`src/hdl/lpm_sense_pkg.sv`:
```
// Constants for the low power input sense configuration block
package lpm_sense_pkg;
   // Frame layout
   localparam int FRAME_BITS = 32;
   localparam int ADDR_MSB = 31;
   localparam int ADDR_LSB = 25;
   localparam int RW_BIT = 24;
   localparam int DATA_BITS = 24;
   localparam int FAULT_BIT = 23;
   localparam int FLAG_BIT = 22;
   localparam int REGDATA_BITS = 22;
   // Register addresses
   localparam logic [6:0] ADDR_COMP_ONLY_PROG = 7'h12;
   localparam logic [6:0] ADDR_COMP_ONLY_GND = 7'h13;
   localparam logic [6:0] ADDR_THRESH_PROG = 7'h14;
   // Channel counts
   localparam int PROG_CHANNELS = 8;
   localparam int GND_CHANNELS = 14;
   // Reset values
   localparam logic [7:0] RESET_COMP_ONLY_PROG = 8'h00;
   localparam logic [13:0] RESET_COMP_ONLY_GND = 14'h0000;
   localparam logic [7:0] RESET_THRESH_PROG = 8'h00;
   // Threshold selection codes
   typedef enum logic [1:0]
   {
      THR_DELTA = 2'h0,
      THR_NORMAL = 2'h1,
      THR_BATTERY = 2'h2
   } threshold_type;
endpackage : lpm_sense_pkg

```
`src/hdl/lpm_input_sense_config.sv`:
```
// Low power mode input sense configuration registers and comparator control
`timescale 1ns/10ps

// How it works
// Comparator-only channel keeps comparator on in low power, polling current off.
// Comparator-only inputs sampled at low-power clock; change wakes the device.
// Host uses comparator-only only for chip-driven 5 V logic inputs.
// Programmable comparator-only register at 0x12, bits 7-0, resets zero.
// Ground comparator-only register at 0x13, bits 13-0, resets zero.
// Ground-configured programmable channel, bit clear: use delta threshold.
// Ground-configured programmable channel, bit set: use normal threshold.
// Battery-configured programmable channel always uses the 4.0 V threshold.
// Host sets enough current to cross 4.0 V when normal threshold chosen.
// Programmable threshold register at 0x14, bits 7-0, resets zero.
// Frame: address 31-25, write flag 24, data; reply fault, flag, data.
// Unused bits ignore writes and read as zero.
module lpm_input_sense_config #(
   parameter int PROG_N = lpm_sense_pkg::PROG_CHANNELS,
   parameter int GND_N = lpm_sense_pkg::GND_CHANNELS
)
(
   // Clock and reset
   input wire logic mclk,
   input wire logic sys_rst,
   // Decoded frame from the serial shifter
   input wire logic frame_valid,
   input wire logic [31:0] frame_in,
   input wire logic fault_status,
   input wire logic interrupt_flag,
   output logic [23:0] reply_data,
   // Low power mode control
   input wire logic low_power_mode,
   input wire logic lp_tick,
   input wire logic [PROG_N-1:0] prog_to_battery,
   input wire logic [PROG_N-1:0] prog_comp_pin,
   input wire logic [GND_N-1:0] gnd_comp_pin,
   // Analog control
   output logic [PROG_N-1:0] prog_comp_enable,
   output logic [PROG_N-1:0] prog_poll_current,
   output logic [GND_N-1:0] gnd_comp_enable,
   output logic [GND_N-1:0] gnd_poll_current,
   output logic [2*PROG_N-1:0] prog_threshold,
   output logic wake_request
);
   logic [PROG_N-1:0] comparator_only_programmable;
   logic [GND_N-1:0] comparator_only_ground;
   logic [PROG_N-1:0] lowpower_threshold_programmable;
   logic [6:0] addr;
   logic wr;
   logic [23:0] wdata;
   logic [21:0] rd_field;
   logic [PROG_N-1:0] prog_s1;
   logic [PROG_N-1:0] prog_s2;
   logic [PROG_N-1:0] prog_last;
   logic [GND_N-1:0] gnd_s1;
   logic [GND_N-1:0] gnd_s2;
   logic [GND_N-1:0] gnd_last;
   logic [PROG_N-1:0] prog_change;
   logic [GND_N-1:0] gnd_change;
   logic write_en;
   logic any_change;

   assign addr = frame_in[lpm_sense_pkg::ADDR_MSB:lpm_sense_pkg::ADDR_LSB];
   assign wr = frame_in[lpm_sense_pkg::RW_BIT];
   assign wdata = frame_in[lpm_sense_pkg::DATA_BITS-1:0];
   assign write_en = frame_valid && wr;

   // Register writes
   always_ff @(posedge mclk)
   begin
      if (sys_rst)
      begin
         comparator_only_programmable <= lpm_sense_pkg::RESET_COMP_ONLY_PROG;
         comparator_only_ground <= lpm_sense_pkg::RESET_COMP_ONLY_GND;
         lowpower_threshold_programmable <= lpm_sense_pkg::RESET_THRESH_PROG;
      end
      else if (write_en)
      begin
         case (addr)
            lpm_sense_pkg::ADDR_COMP_ONLY_PROG:
               comparator_only_programmable <= wdata[PROG_N-1:0];
            lpm_sense_pkg::ADDR_COMP_ONLY_GND:
               comparator_only_ground <= wdata[GND_N-1:0];
            lpm_sense_pkg::ADDR_THRESH_PROG:
               lowpower_threshold_programmable <= wdata[PROG_N-1:0];
            default:
               ;
         endcase
      end
   end

   // Read field selection
   always_comb
   begin
      rd_field = 22'h000000;
      case (addr)
         lpm_sense_pkg::ADDR_COMP_ONLY_PROG:
            rd_field[PROG_N-1:0] = comparator_only_programmable;
         lpm_sense_pkg::ADDR_COMP_ONLY_GND:
            rd_field[GND_N-1:0] = comparator_only_ground;
         lpm_sense_pkg::ADDR_THRESH_PROG:
            rd_field[PROG_N-1:0] = lowpower_threshold_programmable;
         default:
            rd_field = 22'h000000;
      endcase
   end

   // Reply word, captured with the frame
   always_ff @(posedge mclk)
   begin
      if (sys_rst)
         reply_data <= 24'h000000;
      else if (frame_valid)
         reply_data <= {fault_status, interrupt_flag, rd_field};
   end

   // Comparator input synchronisers
   always_ff @(posedge mclk)
   begin
      if (sys_rst)
      begin
         prog_s1 <= '0;
         prog_s2 <= '0;
         gnd_s1 <= '0;
         gnd_s2 <= '0;
      end
      else
      begin
         prog_s1 <= prog_comp_pin;
         prog_s2 <= prog_s1;
         gnd_s1 <= gnd_comp_pin;
         gnd_s2 <= gnd_s1;
      end
   end

   // Sampling every clock when awake, at the low-power clock rate in low power mode
   always_ff @(posedge mclk)
   begin
      if (sys_rst)
      begin
         prog_last <= '0;
         gnd_last <= '0;
      end
      else if (!low_power_mode)
      begin
         prog_last <= prog_s2;
         gnd_last <= gnd_s2;
      end
      else if (lp_tick)
      begin
         prog_last <= prog_s2;
         gnd_last <= gnd_s2;
      end
   end

   // Change on a comparator-only input
   assign prog_change = (prog_s2 ^ prog_last) & comparator_only_programmable;
   assign gnd_change = (gnd_s2 ^ gnd_last) & comparator_only_ground;
   assign any_change = (|prog_change) || (|gnd_change);

   always_ff @(posedge mclk)
   begin
      if (sys_rst)
         wake_request <= 1'b0;
      else
         wake_request <= low_power_mode && lp_tick && any_change;
   end

   // Per-channel comparator, current and threshold control
   genvar i;
   generate
      for (i = 0; i < PROG_N; i++)
      begin : g_prog
         lpm_sense_pkg::threshold_type next_threshold;

         always_comb
         begin
            if (prog_to_battery[i])
               next_threshold = lpm_sense_pkg::THR_BATTERY;
            else if (lowpower_threshold_programmable[i])
               next_threshold = lpm_sense_pkg::THR_NORMAL;
            else
               next_threshold = lpm_sense_pkg::THR_DELTA;
         end

         always_ff @(posedge mclk)
         begin
            if (sys_rst)
            begin
               prog_comp_enable[i] <= 1'b0;
               prog_poll_current[i] <= 1'b0;
               prog_threshold[2*i+1:2*i] <= lpm_sense_pkg::THR_DELTA;
            end
            else
            begin
               prog_comp_enable[i] <= !low_power_mode || comparator_only_programmable[i];
               prog_poll_current[i] <= low_power_mode && !comparator_only_programmable[i];
               prog_threshold[2*i+1:2*i] <= next_threshold;
            end
         end
      end

      for (i = 0; i < GND_N; i++)
      begin : g_gnd
         always_ff @(posedge mclk)
         begin
            if (sys_rst)
            begin
               gnd_comp_enable[i] <= 1'b0;
               gnd_poll_current[i] <= 1'b0;
            end
            else
            begin
               gnd_comp_enable[i] <= !low_power_mode || comparator_only_ground[i];
               gnd_poll_current[i] <= low_power_mode && !comparator_only_ground[i];
            end
         end
      end
   endgenerate
endmodule : lpm_input_sense_config

```
`config.mk`:
```
export PLATFORM = sky130hd
export DESIGN_NAME = lpm_input_sense_config
export DESIGN_NICKNAME = d
export VERILOG_FILES = /design/src/hdl/lpm_sense_pkg.sv /design/src/hdl/lpm_input_sense_config.sv
export SDC_FILE = /design/constraint.sdc
export NUM_CORES = 1
export LEC_CHECK = 0
export BUFFER_PORTS_ARGS = -buffer_cell sky130_fd_sc_hd__buf_2
export CAP_MARGIN = 25
export CORE_UTILIZATION = 50
export CTS_BUF_LIST = sky130_fd_sc_hd__clkbuf_16
export DETAILED_ROUTE_END_ITERATION = 6
export GPL_TIMING_DRIVEN = 0
export PLACE_DENSITY = 0.75
export SKIP_LAST_GASP = 1
export SLEW_MARGIN = 0
export SYNTH_ARGS = -nofsm -noshare
export SYNTH_HDL_FRONTEND = slang
export SYNTH_SLANG_ARGS = --single-unit
```
`constraint.sdc`:
```
create_clock -name mclk -period 2 [get_ports mclk]
set_input_delay 0.3 -clock mclk [delete_from_list [all_inputs] [get_ports mclk]]
set_output_delay 0.3 -clock mclk [all_outputs]
set_load 0.05 [all_outputs]
```
# Word level (Yosys, flattened, before mapping)
# Cells that the tools add are included.
[op_classes]
n_eq_ne = 4
muxes = 22
bitwise = 4
n_reduce_logical = 84
[op_table]
columns = ["cell", "count"]
rows = [
  ["2-to-1 mux 14 bit", 2],
  ["logical AND 1 bit", 25],
  ["case mux 8 bit (3 select lines)", 1],
  ["zero test 1 bit", 23],
  ["logical OR 1 bit", 23],
  ["equality test 7 x 5 -> 1 bit, second input constant", 3],
  ["2-to-1 mux 2 bit", 8],
  ["2-to-1 mux 8 bit", 2],
  ["OR reduction 2 bit", 8],
  ["bitwise AND 14 bit", 1],
  ["OR reduction 14 bit", 1],
  ["bitwise XOR 14 bit", 1],
  ["bitwise AND 8 bit", 1],
  ["2-to-1 mux 1 bit", 8],
  ["OR reduction 8 bit", 1],
  ["bitwise XOR 8 bit", 1],
  ["2-to-1 mux 6 bit", 1],
  ["AND reduction 2 bit", 3],
  ["!= test 2 x 1 -> 1 bit, second input constant", 1],
]
[word_totals]
regBits = 173
output_inout_bits = 85

# Depth between registers and ports, before layout
# Gate-level depths: netlist (run 1).
[depth]
ltp_word = 5
ltp_mapped = 7
depth_no_buf = 5

# Least setup slack after synthesis (run 1)
# Ideal clock, no wire load.
[synth_path]
path_kind = "input -> register"
start = "in frame_in[30]"
end = "reg comparator_only_ground[10]"
arrival_time_ps = 1511
required_ps = 1872
setup_slack_ps = 362
stages = 7
cell_sequence = "nor4b_4 > nand3_2 > or3_1 > buf_6 > buf_12 > mux2i_1 > nor2_1"
[synth_between]
elab_chain_len = 2
[synth_rtl]
columns = ["item", "line", "source"]
rows = [
  ["start, declared", "lpm_input_sense_config.sv:27", "input wire logic [31:0] frame_in,"],
  ["equality test 7 x 5 -> 1 bit", "lpm_input_sense_config.sv:79", "case (addr)"],
  ["AND reduction 2 bit (no line)", "--", ""],
  ["end signal, assigned", "lpm_input_sense_config.sv:74", "comparator_only_ground <= lpm_sense_pkg::RESET_COMP_ONLY_GND;"],
  ["end signal, assigned", "lpm_input_sense_config.sv:83", "comparator_only_ground <= wdata[GND_N-1:0];"],
  ["end, declared", "lpm_input_sense_config.sv:46", "logic [GND_N-1:0] comparator_only_ground;"],
]
# Every way passes these cells.
# A chain may end at the register's enable or synchronous reset.

# Final worst setup path (run 1)
[layout_path]
start = "in frame_in[30]"
end = "reg comparator_only_programmable[3]"
[layout_between]
elab_chain_len = 2
[layout_rtl]
columns = ["item", "line", "source"]
rows = [
  ["equality test 7 x 5 -> 1 bit", "lpm_input_sense_config.sv:79", ""],
  ["AND reduction 2 bit (no line)", "--", ""],
  ["end signal, assigned", "lpm_input_sense_config.sv:73", "comparator_only_programmable <= lpm_sense_pkg::RESET_COMP_ONLY_PROG;"],
  ["end signal, assigned", "lpm_input_sense_config.sv:81", "comparator_only_programmable <= wdata[PROG_N-1:0];"],
  ["end, declared", "lpm_input_sense_config.sv:45", "logic [PROG_N-1:0] comparator_only_programmable;"],
]
# Every way passes these cells.

==> impl_metrics.env, run 1 <==
export IMPL_cts_setup_buffers=0
export IMPL_reg2regPathDepth=5
export IMPL_post_drt_via_cell_ratio=5.01
export IMPL_path_cells="buf_2 -> nor4b_4 -> nand3_2 -> nor3_1 -> nand2_1 -> a21oi_1"
export IMPL_area_growth_pct=24.8
export IMPL_multi_input_area_mm2=0.00207
export IMPL_ff2ff_setup_slack_ps=530
export IMPL_ctsResizeCount=0
export IMPL_crit_family="simple AND/OR/NAND/NOR gates"
export IMPL_diodes=0
export IMPL_crit_path_end="comparator_only_programmable[3]$_SDFFE_PP0P_"
export IMPL_grt_pass1_wl_mm=21.3
export IMPL_utilization_pct=63.9
export IMPL_regArea_mm2=0.00346
export IMPL_drc=0
export IMPL_syn_area_mm2=0.00582
export IMPL_synth_area_per_cell_um2=9.71
export IMPL_worstSetupStartpointType="input port"
export IMPL_grt_start_max_net_pins=17
export IMPL_cts_root_buf="clkbuf_16"
export IMPL_drtIter0Drc=263
export IMPL_finalHoldViolCount=0
export IMPL_first_global_vias=4398
export IMPL_grtUsageTotal_pct=23.9
export IMPL_r2r_start="prog_last[3]$_SDFFE_PP0P_"
export IMPL_pin_count=154
export IMPL_nets=827
export IMPL_fin_cells=914
export IMPL_whs_path_depth=2
export IMPL_hold_buffers=0
export IMPL_ys_ff_latch=173
export IMPL_finClkSkew_ps=7.76
export IMPL_status="completed"
export IMPL_min_period_ps=1650
export IMPL_final_common_cell="dfxtp_1"
export IMPL_arrival_ps=2000
export IMPL_first_pass_iters=5
export IMPL_leakagePower_nw=3.15
export IMPL_start_util_pct=51.2
export IMPL_power_density_mw_per_mm2=1020
export IMPL_drtAntennaViolNets=0
export IMPL_most_common_layout_cells="dfxtp_1, buf_2, nand2_1"
export IMPL_slowest_stage="nor3_1"
export IMPL_die_x_um=110
export IMPL_cp_required_ps=2340
export IMPL_routabilityCongestion=0.870
export IMPL_ys_seq_area_share_pct=59.5
export IMPL_htree_levels=4
export IMPL_maxSlewHeadroom_pct=36.6
export IMPL_cap_violations=0
export IMPL_hold_path_class="in2reg"
export IMPL_finalPower_mw=7.39
export IMPL_dieArea_mm2=0.0121
export IMPL_drive_gt1_share_pct=23.1
export IMPL_cts_tree="built"
export IMPL_cp_slowest_stage_delay_ps=780
export IMPL_period_share_pct=82.6
export IMPL_wl_mm=13.8
export IMPL_worstPathMaxFanout=8
export IMPL_antenna_found_initial=0
export IMPL_synth_distinct_cells=29
export IMPL_maxSlewViolCount=0
export IMPL_finalSetupViolations=0
export IMPL_dp_cells=882
export IMPL_irDropWorstVdd_mv=0.567
export IMPL_worst_slew_pin_slew_ps=944
export IMPL_syn_inst=599
export IMPL_wl_per_cell_um=15.1
export IMPL_worstSetupPathType="in2reg"
export IMPL_vias=4581
export IMPL_crit_path_start="frame_in[30]"
export IMPL_dp_hpwl_mm=10.2
export IMPL_fill_cells=942
export IMPL_path_buf_inv=1
export IMPL_std_cell_rows=39
export IMPL_yosysWarnings=0
export IMPL_insertion_delay_ps=420
export IMPL_rsz0062_at_grt="no"
export IMPL_setup_tns_ps=0
export IMPL_clkSlewWorstSetupHoldPaths_ps=60
export IMPL_cts_sinks=173
export IMPL_cp_depth=6
export IMPL_max_freq_ghz=0.605
export IMPL_max_clock_path_buffers=2
export IMPL_core_mm2=0.0114
export IMPL_die_y_um=110
export IMPL_grt_overflow=0
export IMPL_io_buffers=133
export IMPL_cp_end_kind="register"
export IMPL_worstReg2RegEnd="wake_request$_SDFF_PP0_"
export IMPL_cts_buffers_inserted=17
## flip-flops by register name, indices dropped and copies added (netlist names)
signal and cells:
prog_threshold 16, gnd_s1 14, prog_s2 8, lowpower_threshold_programmable 8, gnd_last 14, prog_s1 8, gnd_poll_current 14, comparator_only_ground 14
prog_poll_current 8, wake_request 1, gnd_comp_enable 14, prog_comp_enable 8, prog_last 8, comparator_only_programmable 8, gnd_s2 14, reply_data 16
## routing by layer
layer	vias up	part of all wire, %	track usage, %
li1	2222	-	-
met1	2148	44	29.8
met2	181	47	39.1
met3	30	6.3	5.81
met4	0	2.4	10.9
met5	-	0	0
## how the worst min path moves through the flow
stage	to	slack (ps)	from
2_1_floorplan	prog_threshold[10]$_SDFF_PP0_	380	prog_to_battery[5]
3_3_place_gp	prog_s2[7]$_SDFF_PP0_	420	prog_s1[7]$_SDFF_PP0_
3_5_place_dp	gnd_s2[7]$_SDFF_PP0_	420	gnd_s1[7]$_SDFF_PP0_
4_1_cts	prog_threshold[2]$_SDFF_PP0_	50	prog_to_battery[1]
5_1_grt	prog_threshold[0]$_SDFF_PP0_	50	prog_to_battery[0]
6_report	prog_threshold[2]$_SDFF_PP0_	50	prog_to_battery[1]
## logic make-up after synthesis
logic type	count (synthesis)	synth area share, %
compound gates	87	7.77
simple gates	218	18.6
flops	173	59.5
other cells	1	0.0645
mux	32	5.51
xor+xnor	22	3.31
buf+inv	66	5.25
## synth_stat cells (all sizes together)
library cell  count  share of area, %
a211oi            1              0.13
a21oi            67               5.8
buf              13               1.8
clkbuf           28               1.8
conb              1             0.064
dfxtp           173                60
inv              25               1.6
mux2i            32               5.5
nand2            70               4.5
nand2b            2              0.22
nand3             1              0.17
nor2             60               3.9
nor2b            67               7.2
nor3              2              0.17
nor3b             9               1.2
nor4              2              0.22
nor4b             3              0.71
o21ai             8              0.69
o22ai            11               1.2
or3               2              0.24
xnor2            22               3.3
## metrics by stage
stage	hold slack (ps)	cell area (um2)	worst slack [ps]
after floorplan	376	5840	362
after global placement	423	6690	2.20
after detailed placement	421	6690	-42.5
after CTS	45.1	7260	316
after global routing	54.2	7260	113
final	52.8	7260	347
## cell type report
cell class	count	share of cell area, %
sequential	173	47.7
multi-input combinational	367	28.6
timing repair buffer	133	9.17
clock buffer	17	5.86
buffer	41	2.91
tap	143	2.46
clock inverter	15	2.05
inverter	25	1.29
## report_power, final
part / switching [mW] / internal, mW
sequential: 0.0465 / 3.56
combinational: 0.440 / 0.175
clock: 1.33 / 1.84
total: 1.82 / 5.57
Power figures use the tool's default switching activity.
==> run 2: changes to the inputs <==
ABC_AREA = 1   (was not set)
CORE_UTILIZATION = 47   (was 50)
PLACE_DENSITY = 0.74   (was 0.75)
clock period = 1.5 ns   (was 2 ns; I/O delays follow)
==> run 2 against run 1 <==
Against the previous run: flip-flop and latch count stayed put; register-to-register slack worse by 180 ps; power is 41% higher; count of clock-buffer cells in the layout stayed put; area after synthesis is 2.4% higher; global-route usage is 0.32 points lower; via count is 15% higher; worst setup slack worse by 210 ps; die area is 8.8% higher; final cell count is 21% higher; final area is 6.8% higher; synthesized cell count is 23% higher; critical path type unchanged; largest cell class unchanged; largest power group unchanged; highest routed layer unchanged.
==> impl_metrics.env, run 2 <==
export IMPL_min_period_ps=1360
export IMPL_syn_area_mm2=0.00596
export IMPL_cts_buffers_inserted=17
export IMPL_synth_ff_type="dfxtp_1"
export IMPL_path_buf_inv=3
export IMPL_hold_path_class="in2reg"
export IMPL_status="completed"
export IMPL_crit_path_start="sys_rst"
export IMPL_grt_overflow=0
export IMPL_finalHoldViolCount=0
export IMPL_arrival_ps=1640
export IMPL_htree_levels=4
export IMPL_cp_required_ps=1780
export IMPL_placed_area_mm2=0.00687
export IMPL_slowest_stage="clkbuf_1"
export IMPL_cp_depth=4
export IMPL_crit_path_end="gnd_comp_enable[13]$_SDFF_PP0_"
export IMPL_start_util_pct=49.0
export IMPL_worstSetupStartpointType="input port"
export IMPL_worstPathMaxFanout=10
export IMPL_core_mm2=0.0122
export IMPL_rsz0062_at_grt="no"
export IMPL_drive_gt1_share_pct=19.7
export IMPL_maxSlewHeadroom_pct=59.8
export IMPL_grt_start_max_net_pins=17
export IMPL_power_density_mw_per_mm2=1350
export IMPL_cap_violations=0
export IMPL_cts_sinks=173
export IMPL_post_drt_via_cell_ratio=4.77
export IMPL_utilization_pct=63.8
export IMPL_drtAntennaViolNets=0
export IMPL_yosysTopAreaCell="dfxtp_1"
export IMPL_async_flop_share_pct=0
export IMPL_path_cells="clkbuf_1 -> clkbuf_1 -> clkbuf_1 -> a21oi_1"
export IMPL_irDropWorstVdd_mv=0.650
export IMPL_routabilityCongestion=0.864
export IMPL_design_area_mm2=0.00776
export IMPL_wl_per_cell_um=13.7
export IMPL_top_regs="prog_threshold (16), reply_data (16)"
export IMPL_die_x_um=115
export IMPL_cp_slowest_stage_delay_ps=510
export IMPL_dieArea_mm2=0.0131
export IMPL_ys_ff_latch=173
export IMPL_finalSetupViolations=0
export IMPL_ys_seq_area_share_pct=58.1
export IMPL_cts_root_buf="clkbuf_16"
export IMPL_maxSlewViolCount=0
export IMPL_synth_edf_count=0
export IMPL_crit_family="buffers and inverters"
export IMPL_ff2ff_setup_slack_ps=350
export IMPL_finClkSkew_ps=9.71
export IMPL_reg2regPathDepth=7
export IMPL_wl_mm=15.1
export IMPL_ctsResizeCount=0
export IMPL_insertion_delay_ps=430
export IMPL_worst_slew_pin_slew_ps=602
export IMPL_final_common_cell="dfxtp_1"
export IMPL_first_global_vias=4759
export IMPL_first_pass_iters=5
export IMPL_synth_commonest_cells="dfxtp_1, inv_1, a21oi_1"
export IMPL_max_freq_ghz=0.733
export IMPL_yosysWarnings=0
export IMPL_most_common_layout_cells="dfxtp_1, buf_2, inv_1"
export IMPL_cp_end_kind="register"
export IMPL_clkSlewWorstSetupHoldPaths_ps=70
export IMPL_io_buffers=134
export IMPL_nets=993
export IMPL_grtUsageTotal_pct=23.6
export IMPL_r2r_start="gnd_last[12]$_SDFFE_PP0P_"
export IMPL_drc=0
export IMPL_antenna_found_initial=0
export IMPL_pin_count=154
export IMPL_worstSetupPathType="in2reg"
export IMPL_area_growth_pct=30.2
export IMPL_hold_buffers=27
export IMPL_setup_tns_ps=0
export IMPL_dp_hpwl_mm=10.7
export IMPL_yosysMostFrequentCell="dfxtp_1"
export IMPL_diodes=0
export IMPL_max_clock_path_buffers=2
export IMPL_die_y_um=115
export IMPL_cts_setup_buffers=0
export IMPL_synth_distinct_cells=24
export IMPL_cp_common_cell="clkbuf_1"
export IMPL_finalPower_mw=10.4
export IMPL_syn_inst=737
export IMPL_std_cell_rows=40
export IMPL_worstReg2RegEnd="wake_request$_SDFF_PP0_"
export IMPL_drtIter0Drc=390
export IMPL_synth_top_cell_area_share_pct=58.1
export IMPL_synth_area_leaders="dfxtp_1, inv_1, a21oi_1"
export IMPL_period_share_pct=91.0
export IMPL_cts_tree="built"
export IMPL_worstHoldStart="gnd_comp_pin[1]"
export IMPL_leakagePower_nw=3.58
export IMPL_synth_area_per_cell_um2=8.08
export IMPL_vias=5275
export IMPL_grt_pass1_wl_mm=23.3
-- run 2: cell types whose count changed in the layout (fill, tap and decap cells not counted), sizes merged, moves of 11 or more --
cell and delta:
o22ai -11, nor3 +28, a21oi +19, o21ai +53
nor2b -67, xnor2 -22, mux2i -32, nor2 +21
dlygate4sd3 +27, inv +98, nand3 +51
-- run 2: power breakdown --
part / total (mW) / internal (mW) / switching (mW)
combinational: 0.993 / 0.287 / 0.706
clock: 4.60 / 2.78 / 1.82
sequential: 4.84 / 4.77 / 0.0697
total: 10.4 / 7.84 / 2.59
-- run 2: worst min-delay path by stage --
| stage | slack (ps) | to | cells past startpoint |
|---|---|---|---|
| after detailed placement | 390 | gnd_s2[9]$_SDFF_PP0_ | 2 |
| final | 10 | gnd_s1[1]$_SDFF_PP0_ | 3 |
| after floorplan | 300 | prog_threshold[10]$_SDFF_PP0_ | 1 |
| after global placement | 390 | prog_s2[7]$_SDFF_PP0_ | 2 |
| after CTS | 0.9 | gnd_s1[1]$_SDFF_PP0_ | 3 |
| after global routing | 10 | gnd_s1[2]$_SDFF_PP0_ | 3 |
-- run 2: logic make-up (layout without fill, tap and decap cells) --
group / count (synthesis) / in the layout / share of synthesized area, %
AND/OR/NAND/NOR: 247 / 247 / 18.2
flip-flops: 173 / 173 / 58.1
buffers and inverters: 169 / 362 / 11.3
AO/OA/AOI/OAI: 147 / 147 / 12.3
other: 1 / 8 / 0.0629
-- run 2: per-stage QoR --
stage | hold slack [ps] | worst slack [ps] | std cells
5_1_grt | 14.1 | 65.0 | 1105
4_1_cts | 0.939 | 176 | 1105
3_5_place_dp | 392 | -278 | 1046
3_3_place_gp | 391 | -273 | 1046
2_1_floorplan | 302 | 141 | 744
6_report | 12.7 | 135 | 1105
-- run 2: worst register-to-register path: stages (launching register included) --
cell	delay (ps)
dfxtp_1	320
or2_2	290
nand2_1	60
nand2_1	50
inv_1	60
nand2_1	60
nor2_1	110
a21oi_1	90
-- run 2: routing by layer --
metal | track usage, % | part of all wire (%) | vias up
met1 | 28.4 | 42 | 2362
li1 | - | - | 2676
met2 | 41.1 | 49 | 214
met3 | 5.13 | 7.7 | 23
met4 | 9.18 | 1.6 | 0
met5 | 0 | 0 | -
-- run 2: layout make-up --
cell class	count	area, um2
fill	1056	4400
sequential	173	3460
timing repair buffer	161	941
buffer	44	204
clock buffer	17	425
multi-input combinational	402	1850
clock inverter	15	198
inverter	125	469
tap	168	210
==> run 3: changes to the inputs <==
BUFFER_PORTS_ARGS = -buffer_cell sky130_fd_sc_hd__buf_4   (was -buffer_cell sky130_fd_sc_hd__buf_2)
CAP_MARGIN = 10   (was 25)
==> run 3 against run 2 <==
Against the previous run: core utilization is 2.4 points higher; maximum frequency is 1.2% higher; sequential power hardly changed; highest routed layer unchanged.
==> impl_metrics.env, run 3 (synthesis results as in run 2) <==
export IMPL_status="completed"
export IMPL_p_sw_share_pct=24.6
export IMPL_timing_hold_ws_ps=5.04
export IMPL_grt_start_max_net_pins=17
export IMPL_leakagePower_nw=3.63
export IMPL_cts_tree="built"
export IMPL_rsz0062_at_grt="no"
export IMPL_routabilityCongestion=0.866
export IMPL_die_x_um=115
export IMPL_first_pass_iters=5
export IMPL_worstSetupPathType="in2reg"
export IMPL_nets=992
export IMPL_slowest_stage="nor2_2"
export IMPL_cp_common_cell="buf_4"
export IMPL_cp_required_ps=1810
export IMPL_cap_violations=0
export IMPL_top_regs="prog_threshold (16), reply_data (16)"
export IMPL_fill_cells=1054
export IMPL_vias=5276
export IMPL_power_density_mw_per_mm2=1270
export IMPL_worstPathMaxFanout=10
export IMPL_grt_pass1_wl_mm=23.5
export IMPL_finClkSkew_ps=5.41
export IMPL_diodes=0
export IMPL_grtUsageTotal_pct=23.9
export IMPL_grt_overflow=0
export IMPL_seqPwrFrac_pct=47.3
export IMPL_insertion_delay_ps=420
export IMPL_cp_slowest_stage_delay_ps=310
export IMPL_max_clock_path_buffers=2
export IMPL_wl_mm=15.1
export IMPL_std_cell_rows=40
export IMPL_dieArea_mm2=0.0131
export IMPL_drc=0
export IMPL_regArea_mm2=0.00346
export IMPL_maxSlewHeadroom_pct=58.8
export IMPL_clkSlewWorstSetupHoldPaths_ps=60
export IMPL_worstHoldStart="gnd_comp_pin[7]"
export IMPL_hold_path_class="in2reg"
export IMPL_netSwitchingPower_mw=2.52
export IMPL_start_util_pct=49.0
export IMPL_final_common_cell="dfxtp_1"
export IMPL_fin_cells=1103
export IMPL_cp_end_kind="register"
export IMPL_first_global_vias=4805
export IMPL_htree_levels=4
export IMPL_post_drt_via_cell_ratio=4.78
export IMPL_dp_cells=1046
export IMPL_path_cells="buf_4 -> inv_1 -> nand2_1 -> nor2_2 -> and2_1 -> buf_4 -> nand2_4 -> buf_2 -> o21ai_1 -> a21oi_1"
export IMPL_most_common_layout_cells="dfxtp_1, buf_4, inv_1"
export IMPL_wl_per_cell_um=13.7
export IMPL_area_growth_pct=35.0
export IMPL_finalHoldViolCount=0
export IMPL_combPwrFrac_pct=10.6
export IMPL_multi_input_area_mm2=0.00185
export IMPL_ff2ff_setup_slack_ps=370
export IMPL_drive_gt1_share_pct=19.7
export IMPL_pin_count=154
export IMPL_internal_power_mw=7.73
export IMPL_irDropWorstVdd_mv=0.788
export IMPL_placed_area_mm2=0.00720
export IMPL_drtAntennaViolNets=0
export IMPL_core_mm2=0.0122
export IMPL_antenna_found_initial=0
export IMPL_p_clk_share_pct=42.1
export IMPL_period_share_pct=89.9
export IMPL_cts_sinks=173
export IMPL_worst_slew_pin_slew_ps=618
export IMPL_r2r_start="gnd_last[12]$_SDFFE_PP0P_"
export IMPL_finalPower_mw=10.3
export IMPL_arrival_ps=1660
export IMPL_max_freq_ghz=0.742
export IMPL_dp_hpwl_mm=10.8
export IMPL_cts_root_buf="clkbuf_16"
export IMPL_design_area_mm2=0.00805
export IMPL_drtIter0Drc=398
export IMPL_crit_path_start="frame_in[28]"
export IMPL_io_buffers=134
export IMPL_cts_setup_buffers=0
export IMPL_setup_tns_ps=0
export IMPL_finalSetupViolations=0
export IMPL_min_period_ps=1350
export IMPL_worstSetupStartpointType="input port"
export IMPL_cts_buffers_inserted=17
export IMPL_die_y_um=115
export IMPL_maxSlewViolCount=0
==> run 3: cell type report <==
class / instances / share of cell area (%)
clock inverter: 14 / 1.91
sequential: 173 / 43.0
multi-input combinational: 402 / 23.0
timing repair buffer: 160 / 15.7
clock buffer: 17 / 5.29
tap: 168 / 2.61
inverter: 125 / 5.83
buffer: 44 / 2.53
==> run 3: power by group through the flow <==
stage                     Combinational (mW)  Clock, mW  Sequential, mW
after CTS                               1.08       4.35            4.85
after global placement                  1.02          0            4.94
after detailed placement                1.03          0            4.95
after global routing                    1.17       4.57            4.86
after floorplan                        0.351          0            5.24
final                                   1.09       4.32            4.85
==> run 3: metal layers <==
layer / vias up / share of wire, % / track usage, %
met5: - / 0 / 0
met4: 0 / 1.5 / 8.83
met3: 21 / 6.7 / 5.40
met2: 196 / 49 / 40.9
met1: 2389 / 43 / 29.3
li1: 2670 / - / -
==> run 3: worst paths after layout <==
kind	endpoint	cells after the start
worst max-delay path	comparator_only_ground[12]$_SDFFE_PP0P_	10
worst min-delay path	gnd_s1[7]$_SDFF_PP0_	3
worst max register to register	wake_request$_SDFF_PP0_	7
worst min register to register	prog_s2[2]$_SDFF_PP0_	2
==> run 3: repair_timing <==
action                     4_1_cts  5_1_grt
setup endpoints to repair        0        1
hold endpoints to repair        27        0
hold buffers                    26        0
gates resized for setup          0        1
==> run 3: per-stage QoR <==
step	setup slack [ps]	util, %
3_3_place_gp	-308	59.2
3_5_place_dp	-258	59.2
2_1_floorplan	141	-
6_report	152	66.2
4_1_cts	184	66.1
5_1_grt	41.1	66.2
==> run 3: critical path, delay by kind of cell <==
| family | cells | cell delay [ps] |
|---|---|---|
| buffers and inverters | 4 | 530 |
| AOI/OAI and AO/OA | 2 | 220 |
| and+or+nand+nor | 4 | 690 |
